$ cat src/csb_compare_core.sv
// Shared constants, types and the subtract-and-flag core of the compare unit
// Notes on behaviour
// - Compare-immediate subtracts constant from register, keeps no result, updates Z N V C H
// - Compare-with-borrow subtracts register and carry, keeps no result, updates Z N V C H
// - Skip when working register bit is zero; flags unchanged
// - Skip when working register bit is one; flags unchanged
// - Skip when I/O register bit is zero; flags unchanged
// - Skip when I/O register bit is one; flags unchanged
// - Branch to pc plus offset plus one when selected status bit is one
// - Branch to pc plus offset plus one when selected status bit is zero
// - Branch-equal is taken only when the zero flag is one
// - Branch-not-equal is taken only when the zero flag is zero
// - Branch-carry-set and branch-lower are taken only when carry is one
// - Branch-same-or-higher behaves exactly like branch-carry-clear
// - Branch-minus is taken only when the negative flag is one
// - Branch-plus is taken only when the negative flag is zero
`default_nettype none

package csb_pkg;

	// ****************************************************************
	// Widths and status bit positions
	// ****************************************************************
	localparam int CSB_PC_W    = 16;
	localparam int CSB_OFF_W   = 7;
	localparam int CSB_FLAG_C  = 0;
	localparam int CSB_FLAG_Z  = 1;
	localparam int CSB_FLAG_N  = 2;
	localparam int CSB_FLAG_V  = 3;
	localparam int CSB_FLAG_H  = 5;

	// ****************************************************************
	// Program counter steps
	// ****************************************************************
	localparam logic [CSB_PC_W-1:0] CSB_STEP_NEXT  = 16'h0001;
	localparam logic [CSB_PC_W-1:0] CSB_STEP_SKIP1 = 16'h0002;
	localparam logic [CSB_PC_W-1:0] CSB_STEP_SKIP2 = 16'h0003;

	// ****************************************************************
	// Register map and reset values
	// ****************************************************************
	localparam logic [7:0]  CSB_ADDR_CTRL    = 8'h00;
	localparam logic [7:0]  CSB_ADDR_STATUS  = 8'h04;
	localparam logic [7:0]  CSB_ADDR_COUNT   = 8'h08;
	localparam int          CSB_CTRL_ENABLE  = 0;
	localparam logic        CSB_CTRL_RESET   = 1'b1;
	localparam logic [15:0] CSB_COUNT_RESET  = 16'h0000;
	localparam logic [7:0]  CSB_FLAGS_RESET  = 8'h00;

	// Operations of this slice
	typedef enum logic [4:0] {
		OP_COMPARE_IMMEDIATE   = 5'h00,
		OP_COMPARE_WITH_BORROW = 5'h01,
		OP_SKIP_REG_BIT_CLEAR  = 5'h02,
		OP_SKIP_REG_BIT_SET    = 5'h03,
		OP_SKIP_IO_BIT_CLEAR   = 5'h04,
		OP_SKIP_IO_BIT_SET     = 5'h05,
		OP_BRANCH_FLAG_SET     = 5'h06,
		OP_BRANCH_FLAG_CLEAR   = 5'h07,
		OP_BRANCH_EQUAL        = 5'h08,
		OP_BRANCH_NOT_EQUAL    = 5'h09,
		OP_BRANCH_CARRY_SET    = 5'h0a,
		OP_BRANCH_LOWER        = 5'h0b,
		OP_BRANCH_CARRY_CLEAR  = 5'h0c,
		OP_BRANCH_SAME_OR_HIGHER = 5'h0d,
		OP_BRANCH_MINUS        = 5'h0e,
		OP_BRANCH_PLUS         = 5'h0f
	} csb_op_type;

	// Decoded instruction with its operands
	typedef struct packed {
		csb_op_type            op;
		logic [2:0]            bit_sel;
		logic [2:0]            flag_sel;
		logic [CSB_OFF_W-1:0]  offset;
		logic [7:0]            imm;
		logic [7:0]            rd;
		logic [7:0]            rr;
		logic [7:0]            io;
		logic [7:0]            status_flags_word;
		logic [CSB_PC_W-1:0]   pc;
		logic                  two_word_next;
	} csb_req_type;

	// Result handed back to the core
	typedef struct packed {
		logic                  done;
		logic                  flags_we;
		logic                  taken;
		logic [CSB_PC_W-1:0]   pc;
		logic [7:0]            status_flags_word;
	} csb_resp_type;

endpackage

// ****************************************************************
// Subtract with borrow and derive the compare flags
// ****************************************************************
module csb_sub_flags
	import csb_pkg::*;
(
	// Operands
	input  wire logic [7:0] a_in,
	input  wire logic [7:0] b_in,
	input  wire logic       borrow_in,
	input  wire logic       zero_prev_in,
	input  wire logic       chain_zero_in,
	// Flags
	output logic            c_out,
	output logic            z_out,
	output logic            n_out,
	output logic            v_out,
	output logic            h_out
);
	logic [7:0] diff;

	// Difference is only used for flags, never stored
	assign diff  = a_in - b_in - {7'h00, borrow_in};
	assign n_out = diff[7];
	assign c_out = (~a_in[7] & b_in[7]) | (b_in[7] & diff[7]) | (diff[7] & ~a_in[7]);
	assign h_out = (~a_in[3] & b_in[3]) | (b_in[3] & diff[3]) | (diff[3] & ~a_in[3]);
	assign v_out = (a_in[7] & ~b_in[7] & ~diff[7]) | (~a_in[7] & b_in[7] & diff[7]);
	// Chained compares keep zero only if the lower part was zero too
	assign z_out = (diff == 8'h00) & (~chain_zero_in | zero_prev_in);

endmodule

`default_nettype wire

$ cat src/csb_unit.sv
// Top of the compare, skip and branch execution slice with its APB registers
//
// The register offsets and the APB register port were decided locally.
`default_nettype none

module csb_unit
	import csb_pkg::*;
(
	// Clock and reset
	input  wire logic         SYS_CLK_IN,
	input  wire logic         RESETN_IN,
	// Instruction request
	input  wire logic         REQ_VALID_IN,
	input  wire csb_req_type  REQ_IN,
	output logic              READY_OUT,
	// Instruction result
	output csb_resp_type      RESP_OUT,
	// APB slave
	input  wire logic         PSEL_IN,
	input  wire logic         PENABLE_IN,
	input  wire logic         PWRITE_IN,
	input  wire logic [7:0]   PADDR_IN,
	input  wire logic [31:0]  PWDATA_IN,
	output logic [31:0]       PRDATA_OUT,
	output logic              PREADY_OUT,
	output logic              PSLVERR_OUT
);

	// ****************************************************************
	// Declarations
	// ****************************************************************
	typedef enum logic [0:0] {
		ST_IDLE   = 1'b0,
		ST_ANSWER = 1'b1
	} csb_state_type;

	csb_state_type            state;
	csb_state_type            next_state;
	csb_resp_type             resp;
	csb_resp_type             next_resp;
	logic                     ready;
	logic                     next_ready;
	logic                     enable;
	logic                     next_enable;
	logic [15:0]              taken_count;
	logic [15:0]              next_taken_count;
	logic                     last_taken;
	logic                     next_last_taken;
	logic [4:0]               last_op;
	logic [4:0]               next_last_op;
	logic [31:0]              prdata;
	logic [31:0]              next_prdata;
	logic                     pready;
	logic                     next_pready;
	logic                     pslverr;
	logic                     next_pslverr;

	logic                     accept;
	logic                     sub_c;
	logic                     sub_z;
	logic                     sub_n;
	logic                     sub_v;
	logic                     sub_h;
	logic [7:0]               sub_b;
	logic                     sub_borrow;
	logic                     is_chain;
	logic [CSB_PC_W-1:0]      branch_target;
	logic [CSB_PC_W-1:0]      skip_target;
	logic [CSB_PC_W-1:0]      next_pc;
	logic                     reg_bit;
	logic                     io_bit;
	logic                     sel_flag;
	logic                     apb_access;
	logic                     apb_write;

	// Instruction taken when idle and enabled by software
	assign accept = REQ_VALID_IN & ready & enable;

	// ****************************************************************
	// Compare arithmetic
	// ****************************************************************
	assign is_chain   = (REQ_IN.op == OP_COMPARE_WITH_BORROW);
	// Immediate form compares against the constant, borrow form against rr and carry
	assign sub_b      = is_chain ? REQ_IN.rr : REQ_IN.imm;
	assign sub_borrow = is_chain & REQ_IN.status_flags_word[CSB_FLAG_C];

	csb_sub_flags u_sub (
		.a_in          (REQ_IN.rd),
		.b_in          (sub_b),
		.borrow_in     (sub_borrow),
		.zero_prev_in  (REQ_IN.status_flags_word[CSB_FLAG_Z]),
		.chain_zero_in (is_chain),
		.c_out         (sub_c),
		.z_out         (sub_z),
		.n_out         (sub_n),
		.v_out         (sub_v),
		.h_out         (sub_h)
	);

	// ****************************************************************
	// Program counter targets and tested bits
	// ****************************************************************
	assign branch_target = REQ_IN.pc
		+ {{(CSB_PC_W-CSB_OFF_W){REQ_IN.offset[CSB_OFF_W-1]}}, REQ_IN.offset}
		+ CSB_STEP_NEXT;
	// Step over the following instruction, one or two words long
	assign skip_target = REQ_IN.pc
		+ (REQ_IN.two_word_next ? CSB_STEP_SKIP2 : CSB_STEP_SKIP1);
	assign next_pc  = REQ_IN.pc + CSB_STEP_NEXT;
	assign reg_bit  = REQ_IN.rd[REQ_IN.bit_sel];
	assign io_bit   = REQ_IN.io[REQ_IN.bit_sel];
	assign sel_flag = REQ_IN.status_flags_word[REQ_IN.flag_sel];

	// ****************************************************************
	// Execution: next result, state and statistics
	// ****************************************************************
	always_comb begin
		logic take;
		logic is_skip;
		take = 1'b0;
		is_skip = 1'b0;
		next_resp = resp;
		next_resp.done = 1'b0;
		next_resp.flags_we = 1'b0;
		next_state = ST_IDLE;
		next_ready = 1'b1;
		next_last_taken = last_taken;
		next_last_op = last_op;
		next_taken_count = taken_count;
		if (accept) begin
			case (REQ_IN.op)
				OP_SKIP_REG_BIT_CLEAR: begin
					is_skip = 1'b1;
					take = ~reg_bit;
				end
				OP_SKIP_REG_BIT_SET: begin
					is_skip = 1'b1;
					take = reg_bit;
				end
				OP_SKIP_IO_BIT_CLEAR: begin
					is_skip = 1'b1;
					take = ~io_bit;
				end
				OP_SKIP_IO_BIT_SET: begin
					is_skip = 1'b1;
					take = io_bit;
				end
				OP_BRANCH_FLAG_SET: take = sel_flag;
				OP_BRANCH_FLAG_CLEAR: take = ~sel_flag;
				OP_BRANCH_EQUAL: take = REQ_IN.status_flags_word[CSB_FLAG_Z];
				OP_BRANCH_NOT_EQUAL: take = ~REQ_IN.status_flags_word[CSB_FLAG_Z];
				OP_BRANCH_CARRY_SET,
				OP_BRANCH_LOWER: take = REQ_IN.status_flags_word[CSB_FLAG_C];
				OP_BRANCH_CARRY_CLEAR: take = ~REQ_IN.status_flags_word[CSB_FLAG_C];
				OP_BRANCH_SAME_OR_HIGHER: take = ~REQ_IN.status_flags_word[CSB_FLAG_C];
				OP_BRANCH_MINUS: take = REQ_IN.status_flags_word[CSB_FLAG_N];
				OP_BRANCH_PLUS: take = ~REQ_IN.status_flags_word[CSB_FLAG_N];
				default: take = 1'b0;
			endcase
			next_resp.done = 1'b1;
			next_resp.taken = take;
			next_resp.status_flags_word = REQ_IN.status_flags_word;
			if (REQ_IN.op == OP_COMPARE_IMMEDIATE || is_chain) begin
				// Difference discarded, only the five flags move
				next_resp.flags_we = 1'b1;
				next_resp.status_flags_word[CSB_FLAG_C] = sub_c;
				next_resp.status_flags_word[CSB_FLAG_Z] = sub_z;
				next_resp.status_flags_word[CSB_FLAG_N] = sub_n;
				next_resp.status_flags_word[CSB_FLAG_V] = sub_v;
				next_resp.status_flags_word[CSB_FLAG_H] = sub_h;
			end
			if (!take) begin
				next_resp.pc = next_pc;
			end else if (is_skip) begin
				next_resp.pc = skip_target;
			end else begin
				next_resp.pc = branch_target;
			end
			next_state = ST_ANSWER;
			next_ready = 1'b0;
			next_last_taken = take;
			next_last_op = REQ_IN.op;
		end
		// Counter clear from the bus comes first, a taken event in the same cycle still counts
		if (apb_write && PADDR_IN == CSB_ADDR_COUNT) begin
			next_taken_count = CSB_COUNT_RESET;
		end
		if (accept && take) begin
			next_taken_count = next_taken_count + 16'h0001;
		end
		case (state)
			ST_IDLE: ;
			ST_ANSWER: ;
			default: next_state = ST_IDLE;
		endcase
	end

	// Execution registers
	always_ff @(posedge SYS_CLK_IN or negedge RESETN_IN) begin
		if (!RESETN_IN) begin
			state <= ST_IDLE;
			resp <= '0;
			ready <= 1'b1;
			last_taken <= 1'b0;
			last_op <= 5'h00;
			taken_count <= CSB_COUNT_RESET;
		end else begin
			state <= next_state;
			resp <= next_resp;
			ready <= next_ready;
			last_taken <= next_last_taken;
			last_op <= next_last_op;
			taken_count <= next_taken_count;
		end
	end

	assign READY_OUT = ready;
	assign RESP_OUT  = resp;

	// ****************************************************************
	// APB register slave
	// ****************************************************************
	assign apb_access = PSEL_IN & PENABLE_IN & ~pready;
	// Writes land only on the edge that completes the transfer, with pready high
	assign apb_write  = PSEL_IN & PENABLE_IN & pready & PWRITE_IN;

	// Answer one cycle into the access phase, error on unmapped words
	always_comb begin
		next_pready = apb_access;
		next_pslverr = 1'b0;
		next_prdata = 32'h0000_0000;
		next_enable = enable;
		if (apb_access) begin
			case (PADDR_IN)
				CSB_ADDR_CTRL: next_prdata = {31'h0000_0000, enable};
				CSB_ADDR_STATUS: begin
					next_prdata = {16'h0000, resp.status_flags_word, last_op,
						last_taken, ~ready, ready};
				end
				CSB_ADDR_COUNT: next_prdata = {16'h0000, taken_count};
				default: next_pslverr = 1'b1;
			endcase
		end
		// Enable bit follows the completed write
		if (apb_write && PADDR_IN == CSB_ADDR_CTRL) begin
			next_enable = PWDATA_IN[CSB_CTRL_ENABLE];
		end
	end

	// Bus registers
	always_ff @(posedge SYS_CLK_IN or negedge RESETN_IN) begin
		if (!RESETN_IN) begin
			enable <= CSB_CTRL_RESET;
			prdata <= 32'h0000_0000;
			pready <= 1'b0;
			pslverr <= 1'b0;
		end else begin
			enable <= next_enable;
			prdata <= next_prdata;
			pready <= next_pready;
			pslverr <= next_pslverr;
		end
	end

	assign PRDATA_OUT  = prdata;
	assign PREADY_OUT  = pready;
	assign PSLVERR_OUT = pslverr;
endmodule

`default_nettype wire

$ cat config.mk
export PLATFORM = sky130hd
export DESIGN_NAME = csb_unit
export DESIGN_NICKNAME = d
export VERILOG_FILES = /design/src/csb_compare_core.sv /design/src/csb_unit.sv
export SDC_FILE = /design/constraint.sdc
export NUM_CORES = 1
export LEC_CHECK = 0
export BUFFER_PORTS_ARGS = -buffer_cell sky130_fd_sc_hd__buf_4
export CORE_MARGIN = 5
export CORE_UTILIZATION = 45
export CTS_CLUSTER_DIAMETER = 60
export DETAILED_ROUTE_END_ITERATION = 6
export GPL_ROUTABILITY_DRIVEN = 0
export MAX_ROUTING_LAYER = met4
export PLACE_DENSITY_LB_ADDON = 0.05
export SYNTH_ARGS = -nofsm -noshare
export SYNTH_HDL_FRONTEND = slang
export SYNTH_SLANG_ARGS = --single-unit
$ cat constraint.sdc
create_clock -name SYS_CLK_IN -period 3.7 [get_ports SYS_CLK_IN]
set_clock_uncertainty 0.05 [all_clocks]
set_input_delay 0.37 -clock SYS_CLK_IN [delete_from_list [all_inputs] [get_ports SYS_CLK_IN]]
set_output_delay 0.37 -clock SYS_CLK_IN [all_outputs]
set_load 0.1 [all_outputs]
==> flow_metrics.tcl, run 1 <==
set metrics [dict create \
    ys_top_cells_by_area "dfrtp_1, ha_1, xnor2_1" \
    fin_crit_sh_pct 86.5 \
    cts_buffers 9 \
    synth_fa_ha_area_share_pct 8.54 \
    rr_startpoint "PREADY_OUT" \
    die_h_um 121 \
    num_rows 40 \
    track_usage_pct 21.0 \
    postCtsHoldBufs 0 \
    grt_overflow 0 \
    area_growth_pct 25.4 \
    synth-seq-cells 68 \
    core-area_um2 12100 \
    grt_pass1_vias 5020 \
    postRouteAntennaNets 0 \
    synth_top_area_share_pct 29.8 \
    yosys_warnings 0 \
    synth_edf_count 0 \
    worstSetupPathType "primary input to flip-flop" \
    place_ws_ns 0.186 \
    rsz0062_at_grt "false" \
    htree_num_levels 3 \
    yosys.area_share.simple_pct 21.2 \
    reg2reg_depth 10 \
    place_hpwl_um 11800 \
    async_reset_ff_share_pct 100 \
    power_uw 2280 \
    wl_per_cell_um 15.8 \
    fillers 1113 \
    worstSetupStartpoint "REQ_IN[71]" \
    post-route-util_pct 57.6 \
    ir_worst_vdd_v 0.000205 \
    slew_headroom_pct 33.9 \
    cts_root_buf "clkbuf_16" \
    clock.fmax_mhz 313 \
    p_per_area_nw_per_um2 328 \
    num_vias 5114 \
    maxSlewViolCount 0 \
    synth-xor-area-share_pct 9.80 \
    post_cts_buffers 0 \
    clk_latency_ns 0.33 \
    grt_pass1_wl_um 24500 \
    cp.arrival_ns 3.37 \
    hold_viol_final 0 \
    finalWorstSetupSlack_ns 0.500 \
    p_leak_uw 0.00335 \
    muxShareOfSynthArea_pct 6.73 \
    vias_per_cell 5.35 \
    yosys.area.top_type "dfrtp_1" \
    antennaDiodeCount 0 \
    r2r-end "taken_count[14]" \
    critPathMaxFanout 11 \
    ioPinCount 183 \
    worst_slew_pin_slew_ns 0.988 \
    min_period_ns 3.20 \
    ys_types 66 \
    start_kind "primary input" \
    drc 0 \
    r2r_slack_ns 1.39 \
    cts.sinks 68 \
    start_util_pct 45.9 \
    die_area_um2 14600 \
    synth_seq_area_share_pct 30.8 \
    drt_iter0_drc 322 \
    antenna_found_initial 0 \
    grt_max_degree 69 \
    fin_nets 941 \
    cts_buffer_depth 2 \
    cts_resized 0 \
    synth-compound-area-share_pct 15.4 \
    setup_viol 0 \
    status "complete, no violations" \
    syn_inst 661 \
    wl_um 15100 \
    clkTransAtPathRegs_ns 0.05 \
    drt_first_pass_iters 4 \
    avgSynthCellArea_um2 8.38 \
    ys_top_cells_by_count "nor2_1, nand2_1, dfrtp_1, inv_1" \
    crit_required_ns 3.87 \
    syn_area_um2 5540 \
    maxCapViolations 0 \
    fin_tns_setup_ns 0 \
    drive_above_1_share_pct 23.6 \
    hold_path.class "primary input to async pin" \
    synth_most_common_cell "nor2_1" \
    port-buffer-count 135 \
    end_kind "flip-flop" \
    tritoncts "built" \
    ys.flop_type "dfrtp_1" \
    fp.dieW_um 121 \
    synth_top_family_by_area "simple AND/OR/NAND/NOR gates" \
]
-- worst max path at each step --
stage	depth (start not counted)	end
floorplan	14	RESP_OUT[3]
global placement	15	RESP_OUT[3]
detailed placement	15	RESP_OUT[3]
CTS	15	RESP_OUT[3]
global route	15	RESP_OUT[3]
finish	15	RESP_OUT[3]
-- cells by family after synthesis --
| group | count (synthesis) |
|---|---|
| buf+inv | 88 |
| other cells | 1 |
| xor+xnor | 62 |
| flops | 68 |
| simple gates | 253 |
| mux | 27 |
| fa+ha+maj | 36 |
| compound gates | 126 |
-- critical path: stages --
cell and delay [ns]:
buf_4 0.15, nor4_2 0.31, nand2_1 0.30, mux2_2 0.37, fa_1 0.42, inv_1 0.07
ha_1 0.23, nand2_1 0.09, a21oi_1 0.09, o21ai_0 0.14, nor3b_1 0.22, buf_4 0.17
mux2i_1 0.19, a21oi_1 0.08, a21o_1 0.15
-- flip-flops by register name (all words and copies together) (netlist names) --
signal	count
taken_count	16
PSLVERR_OUT	1
last_op	5
PRDATA_OUT	16
enable	1
READY_OUT	1
last_taken	1
RESP_OUT	26
PREADY_OUT	1
-- cell usage in the layout, fill, tap and decap left out, types with 19 or more instances in the layout --
cell type / synthesis / routed
nand3_1: 27 / 26
o21ai_0: 20 / 20
xnor2_1: 33 / 33
nor3_1: 19 / 19
dfrtp_1: 66 / 66
ha_1: 33 / 33
nor2_1: 75 / 75
xor2_1: 29 / 29
inv_1: 39 / 39
a21oi_1: 27 / 27
nand2_1: 74 / 74
buf_4: 17 / 145
-- area by class of cell --
class                      instances  area (um^2)  area share, %
clock buffer                      10          239           3.44
clock inverter                     5         52.6          0.757
inverter                          40          150           2.16
multi-input combinational        520         3500           50.4
sequential                        68         1700           24.5
tap                              168          210           3.03
timing repair buffer             145         1090           15.7
-- per-stage QoR --
stage                     cells  hold WS, ns  instance area (um^2)
final                       956       0.0747                  6950
after global routing        956        0.184                  6950
after CTS                   956        0.135                  6950
after detailed placement    941        0.416                  6650
after global placement      941        0.416                  6650
after floorplan             676       0.0244                  5600
-- report_power, final --
group	total, uW	switching (uW)	internal [uW]
clock network	838	306	532
logic	678	425	253
registers	764	8.82	756
total	2280	739	1540
-- layer usage --
layer / wire length, um / part of all wire [%] / track usage [%] / vias to the layer above
met5: 0 / 0 / - / -
met4: 286 / 1.9 / 6.59 / 0
met3: 567 / 3.7 / 2.84 / 21
met2: 7520 / 50 / 34.5 / 131
met1: 6770 / 45 / 27.1 / 2415
li1: - / - / - / 2547
Power figures use the tool's default switching activity.
==> run 2: changes to the inputs <==
--- a/config.mk
+++ b/config.mk
@@ -11,7 +11,6 @@
 export CTS_CLUSTER_DIAMETER = 60
 export DETAILED_ROUTE_END_ITERATION = 6
 export GPL_ROUTABILITY_DRIVEN = 0
-export MAX_ROUTING_LAYER = met4
 export PLACE_DENSITY_LB_ADDON = 0.05
 export SYNTH_ARGS = -nofsm -noshare
 export SYNTH_HDL_FRONTEND = slang
==> run 2 against run 1 <==
Against the previous run: count of clock-buffer cells in the layout unchanged; routed wire length about the same; first-iteration DRC count decreased by 12%; core utilization unchanged; register-to-register slack about the same; sequential share of layout area unchanged; global-route usage decreased by 0.58 points; final cell count unchanged; maximum frequency about the same; total power about the same; critical endpoint unchanged.
==> flow_metrics.tcl, run 2 (same netlist as run 1, synthesis figures left out) <==
set metrics [dict create \
    status "complete, no violations" \
    pwr-share-seq_pct 33.5 \
    cts_root_buf "clkbuf_16" \
    slew_headroom_pct 32.8 \
    power.share.switching_pct 32.4 \
    rr_startpoint "PREADY_OUT" \
    final_cell_mix "buf_4, nor2_1, nand2_1" \
    start_util_pct 45.9 \
    vias_per_cell 5.37 \
    die_h_um 121 \
    fillers 1113 \
    fin_crit_sh_pct 86.5 \
    fin_nets 941 \
    maxCapViolations 0 \
    antennaDiodeCount 0 \
    place_hpwl_um 11800 \
    grt_overflow 0 \
    clock.fmax_mhz 312 \
    largest_reg_flops 26 \
    ir_worst_vdd_v 0.000202 \
    comb_power_share_pct 29.7 \
    setup_viol 0 \
    register_area_um2 1700 \
    fp.dieW_um 121 \
    post_cts_buffers 0 \
    ioPinCount 183 \
    postCtsHoldBufs 0 \
    cp.arrival_ns 3.37 \
    drt_first_pass_iters 6 \
    start_kind "primary input" \
    maxSlewViolCount 0 \
    reg2reg_depth 10 \
    antenna_found_initial 0 \
    dp_cells 941 \
    rsz0062_at_grt "false" \
    p_leak_uw 0.00335 \
    drt_iter0_drc 284 \
    worst_slew_pin_slew_ns 1.00 \
    postRouteAntennaNets 0 \
    tritoncts "built" \
    grt_pass1_vias 5025 \
    power.internal_uw 1540 \
    port-buffer-count 135 \
    hold_path.class "primary input to async pin" \
    crit_required_ns 3.87 \
    grt_max_degree 69 \
    area_growth_pct 25.4 \
    wl_per_cell_um 15.8 \
    fin_cells 956 \
    cts_buffers 9 \
    r2r-end "taken_count[14]" \
    critPathMaxFanout 11 \
    worstSetupStartpoint "REQ_IN[71]" \
    cts.sinks 68 \
    fin_tns_setup_ns 0 \
    final_common_cell "buf_4" \
    drive_above_1_share_pct 23.6 \
    htree_num_levels 3 \
    die_area_um2 14600 \
    clk_latency_ns 0.33 \
    drc 0 \
    end_kind "flip-flop" \
    track_usage_pct 20.5 \
    cts_buffer_depth 2 \
    num_rows 40 \
    num_vias 5129 \
    grt_pass1_wl_um 24600 \
    p_per_area_nw_per_um2 328 \
    min_period_ns 3.20 \
    clkPwrFrac_pct 36.8 \
    clkTransAtPathRegs_ns 0.05 \
    switchingPower_uw 739 \
    cts_resized 0 \
    multiInputGateArea_um2 3500 \
    core-area_um2 12100 \
    hold_viol_final 0 \
    worstSetupPathType "primary input to flip-flop" \
    r2r_slack_ns 1.39 \
    wl_um 15100 \
]
## run 2: cell type report
type / instances / share of cell area [%]
multi-input cells: 520 / 50.4
inverters: 40 / 2.16
repair buffers: 145 / 15.7
clock inverters: 5 / 0.757
well taps: 168 / 3.03
clock buffers: 10 / 3.44
flip-flops and latches: 68 / 24.5
## run 2: metal layers
metal	up-vias	GRT usage (%)	share of wire [%]
met3	17	2.94	3.8
li1	2544	-	-
met1	2428	27.0	44
met5	-	0	0
met4	0	6.59	1.8
met2	140	34.6	50
## run 2: critical path, cell delays in order
cell and delay (ns):
buf_4 0.15, nor4_2 0.31, nand2_1 0.30, mux2_2 0.37, fa_1 0.42, inv_1 0.07, ha_1 0.23, nand2_1 0.09
a21oi_1 0.09, o21ai_0 0.14, nor3b_1 0.22, buf_4 0.17, mux2i_1 0.19, a21oi_1 0.08, a21o_1 0.15
## run 2: metrics by stage
step	hold slack, ns	power (uW)	instance area [um^2]	util, %	worst slack [ns]
floorplan	0.0244	1250	5600	-	0.0138
CTS	0.135	2300	6950	57.6	0.534
global placement	0.416	1440	6650	55.2	0.208
global route	0.187	2390	6950	57.6	0.251
finish	0.0807	2280	6950	57.6	0.498
detailed placement	0.416	1450	6650	55.2	0.186
## run 2: power by group through the flow
stage | registers (uW) | logic, uW | clock network (uW)
3_5_place_dp | 777 | 675 | 0
2_1_floorplan | 845 | 409 | 0
5_1_grt | 765 | 738 | 887
6_report | 764 | 678 | 838
4_1_cts | 764 | 678 | 854
3_3_place_gp | 777 | 662 | 0
## run 2: how the worst max path moves through the flow
| stage | endpoint | slack [ns] | cells past startpoint |
|---|---|---|---|
| finish | RESP_OUT[3] | 0.50 | 15 |
| floorplan | RESP_OUT[3] | 0.01 | 14 |
| global placement | RESP_OUT[3] | 0.21 | 15 |
| detailed placement | RESP_OUT[3] | 0.19 | 15 |
| CTS | RESP_OUT[3] | 0.53 | 15 |
| global route | RESP_OUT[3] | 0.25 | 15 |
